==> config.mk <==
export PLATFORM = sky130hd
export DESIGN_NAME = rsx_exec
export DESIGN_NICKNAME = d
export VERILOG_FILES = /design/src/shared/rsx_pkg.sv /design/src/rtl/rsx_alu.sv /design/src/rtl/rsx_exec.sv
export SDC_FILE = /design/constraint.sdc
export NUM_CORES = 1
export LEC_CHECK = 0
export BUFFER_PORTS_ARGS = -buffer_cell sky130_fd_sc_hd__buf_4
export CELL_PAD_IN_SITES_DETAIL_PLACEMENT = 0
export CELL_PAD_IN_SITES_GLOBAL_PLACEMENT = 2
export CORE_MARGIN = 2
export CORE_UTILIZATION = 29
export DETAILED_ROUTE_END_ITERATION = 10
export PLACE_DENSITY = 0.88
export SLEW_MARGIN = 10
export SYNTH_ARGS = -nofsm -noshare
export SYNTH_HDL_FRONTEND = slang
export SYNTH_SLANG_ARGS = --single-unit
==> constraint.sdc <==
create_clock -name sys_clk -period 2.1 [get_ports sys_clk]
set_input_delay 0.105 -clock sys_clk [delete_from_list [all_inputs] [get_ports sys_clk]]
set_output_delay 0.105 -clock sys_clk [all_outputs]
set_load 0.05 [all_outputs]
==> src/shared/rsx_pkg.sv <==
/*
 * Package for the rotate/subtract/xor execution block: opcode set,
 * operand widths, port-direction selectors and carried structs.
 * Assumes one core clock domain.
 */
package rsx_pkg;
    localparam int DATA_W = 8;
    localparam int ADDR_W = 7;
    localparam int NIB_W  = 4;

    localparam logic [ADDR_W-1:0] DIR_SEL_A = 7'h05;
    localparam logic [ADDR_W-1:0] DIR_SEL_B = 7'h06;
    localparam logic [ADDR_W-1:0] DIR_SEL_C = 7'h07;

    localparam logic [DATA_W-1:0] ZERO_BYTE    = 8'h00;
    localparam logic [DATA_W-1:0] DIR_RESET    = 8'hff;
    localparam logic [DATA_W-1:0] WDOG_CLEARED = 8'h00;
    localparam logic [DATA_W-1:0] PRESC_CLEARED = 8'h00;

    localparam logic DEST_ACC  = 1'b0;
    localparam logic DEST_FILE = 1'b1;

    typedef enum logic [3:0] {
        OP_NONE,
        OP_ROTATE_RIGHT_THRU_CARRY,
        OP_SUB_ACC_FROM_LITERAL,
        OP_SUB_ACC_FROM_FILE,
        OP_SUB_ACC_FROM_FILE_BORROW,
        OP_SWAP_FILE_NIBBLES,
        OP_LOAD_PORT_DIRECTION,
        OP_XOR_ACC_LITERAL,
        OP_XOR_ACC_FILE,
        OP_SLEEP
    } rsx_op_e;

    // Decoded instruction from the decoder
    typedef struct packed {
        logic              valid;
        rsx_op_e           op;
        logic [ADDR_W-1:0] faddr;
        logic              dest;
        logic [DATA_W-1:0] literal;
    } rsx_instr_s;

    // Status flags held in the core
    typedef struct packed {
        logic carry;
        logic digit_carry_flag;
        logic zero;
        logic timeout_status_flag;
        logic powerdown_status_flag;
    } rsx_status_s;

    // File register write request
    typedef struct packed {
        logic              we;
        logic [ADDR_W-1:0] addr;
        logic [DATA_W-1:0] data;
    } rsx_fwrite_s;
endpackage

==> src/rtl/rsx_alu.sv <==
/*
 * Combinational arithmetic for the execution block: subtract with
 * borrow in, nibble swap, rotate and xor. Result and flags per op.
 * Assumes operands are stable for the evaluating cycle.
 */
`timescale 1ns/1ps
`default_nettype none
module rsx_alu
    import rsx_pkg::*;
(
    // Operands
    input  wire rsx_op_e           op,
    input  wire logic [DATA_W-1:0] acc,
    input  wire logic [DATA_W-1:0] fval,
    input  wire logic [DATA_W-1:0] literal,
    input  wire logic              carry_in,
    // Results
    output logic [DATA_W-1:0]      result,
    output logic                   carry_out,
    output logic                   dc_out
);
    logic [DATA_W:0]  diff;
    logic [NIB_W:0]   ndiff;
    logic [DATA_W-1:0] minuend;
    logic             borrow;

    always_comb begin
        minuend = (op == OP_SUB_ACC_FROM_LITERAL) ? literal : fval;
        // Borrow is the inverted carry
        borrow = (op == OP_SUB_ACC_FROM_FILE_BORROW) ? ~carry_in : 1'b0;
        diff = {1'b0, minuend} + {1'b0, ~acc} + {{DATA_W{1'b0}}, ~borrow};
        ndiff = {1'b0, minuend[NIB_W-1:0]} + {1'b0, ~acc[NIB_W-1:0]}
              + {{NIB_W{1'b0}}, ~borrow};
        result    = diff[DATA_W-1:0];
        carry_out = carry_in;
        dc_out    = 1'b0;
        case (op)
            OP_ROTATE_RIGHT_THRU_CARRY: begin
                result    = {carry_in, fval[DATA_W-1:1]};
                carry_out = fval[0];
            end
            OP_SUB_ACC_FROM_LITERAL,
            OP_SUB_ACC_FROM_FILE,
            OP_SUB_ACC_FROM_FILE_BORROW: begin
                carry_out = diff[DATA_W];
                dc_out    = ndiff[NIB_W];
            end
            OP_SWAP_FILE_NIBBLES:
                result = {fval[NIB_W-1:0], fval[DATA_W-1:NIB_W]};
            OP_XOR_ACC_LITERAL:
                result = acc ^ literal;
            OP_XOR_ACC_FILE:
                result = acc ^ fval;
            default:
                result = diff[DATA_W-1:0];
        endcase
    end
endmodule
`default_nettype wire

==> src/rtl/rsx_exec.sv <==
/*
 * Execution unit for rotate, subtract, swap, direction load, xor and
 * sleep. Holds accumulator, status flags, port direction registers,
 * watchdog counter and sleep state.
 * Assumes the file register value for faddr is presented combinationally
 * on file_rdata in the cycle the instruction is valid.
 */
`timescale 1ns/1ps
`default_nettype none
// Function
// - Rotate right through carry: carry into bit 7, bit 0 out to carry.
// - Destination bit 0 writes accumulator, 1 writes file register.
// - Literal minus accumulator into accumulator; updates carry, digit carry, zero.
// - File minus accumulator; carry clears when accumulator larger, digit carry when its low nibble is larger.
// - File minus accumulator minus inverted carry; flags updated; destination stored.
// - Swap nibbles of file register into destination; flags unchanged.
// - Accumulator to direction register A, B, C for operand 5, 6, 7.
// - Accumulator xor literal into accumulator; only zero flag changes.
// - Accumulator xor file register to destination; only zero flag changes.
// - Sleep clears powerdown flag, sets timeout flag, clears watchdog and prescaler.
// - After sleep, core halts with oscillator stopped.
module rsx_exec
    import rsx_pkg::*;
(
    // Clock and reset
    input  wire logic              sys_clk,
    input  wire logic              arst_n,
    // Decoded instruction
    input  wire rsx_instr_s        instr,
    input  wire logic [DATA_W-1:0] file_rdata,
    // Watchdog tick and wake
    input  wire logic              wdog_tick,
    input  wire logic              wake,
    // File register write
    output rsx_fwrite_s            fwrite,
    // Core state
    output logic [DATA_W-1:0]      acc,
    output rsx_status_s            status,
    output logic [DATA_W-1:0]      port_a_direction,
    output logic [DATA_W-1:0]      port_b_direction,
    output logic [DATA_W-1:0]      port_c_direction,
    output logic [DATA_W-1:0]      watchdog_counter,
    output logic [DATA_W-1:0]      watchdog_prescaler,
    output logic                   sleeping,
    output logic                   osc_run
);
    // ------------------------------------------------------------
    // Reset release
    // ------------------------------------------------------------
    logic rst_meta;
    logic rst_n;

    always_ff @(posedge sys_clk or negedge arst_n) begin
        if (!arst_n) begin
            rst_meta <= 1'b0;
            rst_n    <= 1'b0;
        end else begin
            rst_meta <= 1'b1;
            rst_n    <= rst_meta;
        end
    end

    // ------------------------------------------------------------
    // Arithmetic
    // ------------------------------------------------------------
    logic [DATA_W-1:0] alu_result;
    logic              alu_carry;
    logic              alu_dc;

    rsx_alu u_alu (
        .op        (instr.op),
        .acc       (acc),
        .fval      (file_rdata),
        .literal   (instr.literal),
        .carry_in  (status.carry),
        .result    (alu_result),
        .carry_out (alu_carry),
        .dc_out    (alu_dc)
    );

    function automatic logic is_zero(input logic [DATA_W-1:0] v);
        return v == ZERO_BYTE;
    endfunction

    // ------------------------------------------------------------
    // Next state
    // ------------------------------------------------------------
    typedef enum logic {RUN, HALT} rsx_run_e;
    rsx_run_e          run_state;
    rsx_run_e          next_run_state;
    logic [DATA_W-1:0] next_acc;
    rsx_status_s       next_status;
    rsx_fwrite_s       next_fwrite;
    logic [DATA_W-1:0] next_dir_a;
    logic [DATA_W-1:0] next_dir_b;
    logic [DATA_W-1:0] next_dir_c;
    logic [DATA_W-1:0] next_wdog;
    logic [DATA_W-1:0] next_presc;
    logic              exec;
    logic              to_dest;

    always_comb begin
        next_run_state = run_state;
        next_acc       = acc;
        next_status    = status;
        next_fwrite    = '{we: 1'b0, addr: instr.faddr, data: alu_result};
        next_dir_a     = port_a_direction;
        next_dir_b     = port_b_direction;
        next_dir_c     = port_c_direction;
        next_wdog      = watchdog_counter;
        next_presc     = watchdog_prescaler;
        exec           = instr.valid && (run_state == RUN);
        to_dest        = 1'b0;
        if (wdog_tick) begin
            {next_wdog, next_presc} = {watchdog_counter, watchdog_prescaler}
                                      + 16'h0001;
        end
        case (run_state)
            HALT: begin
                if (wake) begin
                    next_run_state = RUN;
                end
            end
            default: begin
                next_run_state = RUN;
            end
        endcase
        if (exec) begin
            case (instr.op)
                OP_ROTATE_RIGHT_THRU_CARRY: begin
                    next_status.carry = alu_carry;
                    to_dest = 1'b1;
                end
                OP_SUB_ACC_FROM_LITERAL: begin
                    next_acc = alu_result;
                    next_status.carry = alu_carry;
                    next_status.digit_carry_flag = alu_dc;
                    next_status.zero = is_zero(alu_result);
                end
                OP_SUB_ACC_FROM_FILE,
                OP_SUB_ACC_FROM_FILE_BORROW: begin
                    next_status.carry = alu_carry;
                    next_status.digit_carry_flag = alu_dc;
                    next_status.zero = is_zero(alu_result);
                    to_dest = 1'b1;
                end
                OP_SWAP_FILE_NIBBLES: begin
                    to_dest = 1'b1;
                end
                OP_LOAD_PORT_DIRECTION: begin
                    case (instr.faddr)
                        DIR_SEL_A: next_dir_a = acc;
                        DIR_SEL_B: next_dir_b = acc;
                        DIR_SEL_C: next_dir_c = acc;
                        default: next_dir_a = port_a_direction;
                    endcase
                end
                OP_XOR_ACC_LITERAL: begin
                    next_acc = alu_result;
                    next_status.zero = is_zero(alu_result);
                end
                OP_XOR_ACC_FILE: begin
                    next_status.zero = is_zero(alu_result);
                    to_dest = 1'b1;
                end
                OP_SLEEP: begin
                    next_status.powerdown_status_flag = 1'b0;
                    next_status.timeout_status_flag   = 1'b1;
                    next_wdog  = WDOG_CLEARED;
                    next_presc = PRESC_CLEARED;
                    next_run_state = HALT;
                end
                default: begin
                    next_acc = acc;
                end
            endcase
            if (to_dest) begin
                if (instr.dest == DEST_FILE) begin
                    next_fwrite.we = 1'b1;
                end else begin
                    next_acc = alu_result;
                end
            end
        end
    end

    // ------------------------------------------------------------
    // Registers
    // ------------------------------------------------------------
    always_ff @(posedge sys_clk or negedge rst_n) begin
        if (!rst_n) begin
            run_state          <= RUN;
            acc                <= ZERO_BYTE;
            status             <= '{carry: 1'b0, digit_carry_flag: 1'b0,
                                    zero: 1'b0, timeout_status_flag: 1'b1,
                                    powerdown_status_flag: 1'b1};
            fwrite             <= '0;
            port_a_direction   <= DIR_RESET;
            port_b_direction   <= DIR_RESET;
            port_c_direction   <= DIR_RESET;
            watchdog_counter   <= WDOG_CLEARED;
            watchdog_prescaler <= PRESC_CLEARED;
        end else begin
            run_state          <= next_run_state;
            acc                <= next_acc;
            status             <= next_status;
            fwrite             <= next_fwrite;
            port_a_direction   <= next_dir_a;
            port_b_direction   <= next_dir_b;
            port_c_direction   <= next_dir_c;
            watchdog_counter   <= next_wdog;
            watchdog_prescaler <= next_presc;
        end
    end

    assign sleeping = (run_state == HALT);
    assign osc_run  = (run_state == RUN);
endmodule
`default_nettype wire

==> results.json <==
{
  "worstPathArrival_ns": 2.96,
  "grt_usage_pct": 16.2,
  "cp_slowest_cell": "or4_1",
  "synthesis.area_um2": 3670,
  "cts_tree": "yes",
  "critical_path_buf_inv_count": 4,
  "nets": 570,
  "maxSlewHeadroom_pct": 65.4,
  "ys_ff_latch": 71,
  "overflow": 0,
  "avgSynthCellArea_um2": 10.4,
  "yosys_warnings": 0,
  "fin_crit_sh_pct": 130,
  "die-area_um2": 13600,
  "port_buffers": 102,
  "place_area_um2": 5200,
  "chipHeight_um": 116,
  "status": "finished with violations",
  "area_delta_synth_final_pct": 56.5,
  "rsz0062_at_grt": "yes",
  "power.leakage_nw": 2.63,
  "worst_setup_path_start_kind": "flop",
  "wire_per_inst_um": 15.6,
  "finClkSkew_ns": 0.00735,
  "synth_ff_type": "dfrtp_1",
  "slowest_delay_ns": 0.50,
  "holdPathStages": 2,
  "antenna_left": 0,
  "syn_inst": 352,
  "tightest_slew_ns": 0.516,
  "grt_pass1_wl_um": 16600,
  "grt_pass1_vias": 3258,
  "cts.sinks": 71,
  "path_delay_family": "simple AND/OR/NAND/NOR gates",
  "initial_utilization_pct": 29.4,
  "worstSkewPairLatency_ns": 0.33,
  "crit_type": "flop to flop",
  "fillerInstances": 1193,
  "hold_violations": 0,
  "critPathCaptureType": "flop",
  "critPathRequiredTime_ns": 2.33,
  "antenna_cells": 0,
  "violations": "setup timing",
  "post_route_cells_drive_above_1_share_pct": 50.4,
  "cp_cell_sequence": "nor4_2 -> buf_4 -> fa_2 -> inv_2 -> fa_2 -> buf_4 -> buf_6 -> xnor2_4 -> o221ai_2 -> or4_1 -> o41ai_2",
  "dr.pass1.iters": 4,
  "antenna_found_initial": 0,
  "slew_violations": 0,
  "postLayoutCoreUtil_pct": 46.1,
  "rows": 41,
  "io_pins": 104,
  "drt_iter0_drc": 131,
  "cts_made_buffers": 9,
  "cp_max_fo": 2,
  "synth_cell_type_count": 50,
  "root_buffer": "clkbuf_16",
  "min_to": "fwrite[15]$_DFF_PN0_",
  "worstHoldStart": "instr[8]",
  "async_flop_share_pct": 100,
  "ir_worst_vdd_uv": 964,
  "num_vias": 3232,
  "grt_max_degree": 70,
  "r2r-start": "status[4]$_DFFE_PN0P_",
  "path_clk_slew_ns": 0.06,
  "hpwl_um": 8330,
  "drc": 0,
  "core_area_um2": 12500,
  "worst_slack_ns": -0.625,
  "reg2regPathDepth": 11,
  "setup_viol": 12,
  "die_w_um": 116,
  "cts_buffer_depth": 2,
  "power-per-cell-area_nw_per_um2": 1200,
  "worst-path-stages": 11,
  "finish.instance_area_um2": 5740,
  "min_path_type": "input port to flop",
  "ff2ff_setup_slack_ns": -0.62,
  "dpl_worst_slack_ns": -0.900,
  "fmax_ghz": 0.367,
  "avgViaCountPerCell": 4.59,
  "synth-edff-count": 0,
  "period_needed_ns": 2.72,
  "gp_congestion": 0.935,
  "ys_seq_area_share_pct": 49.3,
  "htreeDepth": 3,
  "drv_cap": 0,
  "rr_endpoint": "status[2]$_DFFE_PN0P_",
  "wl_um": 11000
}
## repair_timing
action	CTS	global route
gates resized for setup	12	13
setup buffers	6	3
setup endpoints to repair	23	25
hold endpoints to repair	10	0
hold buffers	9	0
pin swaps	7	2
## worst register-to-register path, stage by stage, from the launching register on
cell and delay (ns):
dfrtp_1 0.38, nor4_2 0.24, buf_4 0.17, fa_2 0.20, inv_2 0.05, fa_2 0.35, buf_4 0.15, buf_6 0.11
xnor2_4 0.13, o221ai_2 0.14, or4_1 0.51, o41ai_2 0.20
## sequential cells by signal, indices dropped and copies added, names as in the netlist
name                cells
watchdog_prescaler      8
port_c_direction        8
acc                     8
sleeping                1
rst_n                   1
rst_meta                1
port_b_direction        8
watchdog_counter        8
port_a_direction        8
status                  4
fwrite                 16
## layout by cell type, fill, tap and decap left out, types with 4 or more instances in the layout
cell type / instances
mux2_4: 11
ha_1: 5
xor2_1: 11
o21ai_1: 6
inv_1: 12
nand4_1: 4
dlygate4sd3_1: 9
clkbuf_16: 9
nand2b_1: 5
nor2_1: 33
mux2i_1: 16
xnor2_1: 14
nand2_1: 38
mux2_2: 10
dfstp_2: 25
o21ai_0: 19
a21oi_1: 11
dfrtp_1: 44
buf_4: 159
buf_6: 7
or3_1: 5
a21oi_2: 4
## worst max path at each step
stage | start | end | slack (ns)
final | status[4]$_DFFE_PN0P_ | status[2]$_DFFE_PN0P_ | -0.62
after detailed placement | instr[16] | status[2]$_DFFE_PN0P_ | -0.90
after global placement | instr[16] | status[2]$_DFFE_PN0P_ | -0.82
after global routing | status[4]$_DFFE_PN0P_ | status[2]$_DFFE_PN0P_ | -0.82
after floorplan | instr[16] | status[2]$_DFFE_PN0P_ | -0.74
after CTS | status[4]$_DFFE_PN0P_ | status[2]$_DFFE_PN0P_ | -0.60
## layer usage
layer  track usage (%)  up-vias  routed length (um)
li1                  -     1577                   -
met3              4.26       15                 581
met4              4.29        0                 167
met1              19.9     1553                4640
met5                 0        -                   0
met2              28.1       87                5580
## cell families (layout without fill, tap and decap cells)
logic type | Yosys count | count (layout) | synth area share, %
other | 1 | 2 | 0.102
XOR/XNOR | 26 | 26 | 6.21
adder cells (fa/ha/maj) | 10 | 10 | 3.82
AND/OR/NAND/NOR | 115 | 115 | 14.8
buffers and inverters | 28 | 207 | 3.61
multiplexers | 38 | 38 | 11.4
flip-flops | 71 | 71 | 49.3
AO/OA/AOI/OAI | 63 | 63 | 10.7
## cell type report
type,count,area [um^2],share of cell area (%)
tap,172,215,3.75
sequential,71,1810,31.5
clock inverter,7,78.8,1.37
inverter,14,56.3,0.981
multi-input combinational,254,1950,34.0
clock buffer,9,225,3.92
timing repair buffer,177,1400,24.4
## stage by stage
| step | setup TNS (ns) | instances | total power [W] | hold WS (ns) |
|---|---|---|---|---|
| 6_report | -3.63 | 704 | 0.00688 | 0.0448 |
| 3_5_place_dp | -9.34 | 674 | 0.00512 | -0.111 |
| 3_3_place_gp | -8.51 | 674 | 0.00506 | -0.112 |
| 4_1_cts | -3.38 | 703 | 0.00684 | 0.0337 |
| 5_1_grt | -5.88 | 704 | 0.00726 | 0.0509 |
| 2_1_floorplan | -7.68 | 353 | 0.00383 | -0.191 |
## report_power, final
group / switching (W) / total (W) / internal (W)
Clock: 0.000619 / 0.00155 / 0.000934
Sequential: 0.000189 / 0.00181 / 0.00163
Combinational: 0.00208 / 0.00351 / 0.00144
Total: 0.00288 / 0.00688 / 0.00400
## cells in the mapped netlist, types with 3 or more instances
master	instances	area (um^2)
ha_1	8	100
a21oi_1	14	70.1
xnor2_1	15	131
o221ai_1	4	35.0
o22ai_1	3	18.8
nor2b_1	3	18.8
and3_1	3	18.8
a221oi_1	3	26.3
dfstp_2	25	657
o21ai_0	21	105
nand3_1	4	20.0
o21ai_1	5	25.0
mux2i_1	16	160
nand2b_1	6	37.5
or3_1	5	31.3
xor2_1	11	96.3
nor2_1	37	139
buf_4	3	22.5
inv_1	14	52.6
dfrtp_1	46	1150
nand2_1	39	146
nand4_1	4	25.0
mux2_2	21	236
clkbuf_1	7	26.3
No activity file was read; power rests on OpenSTA's default activity.
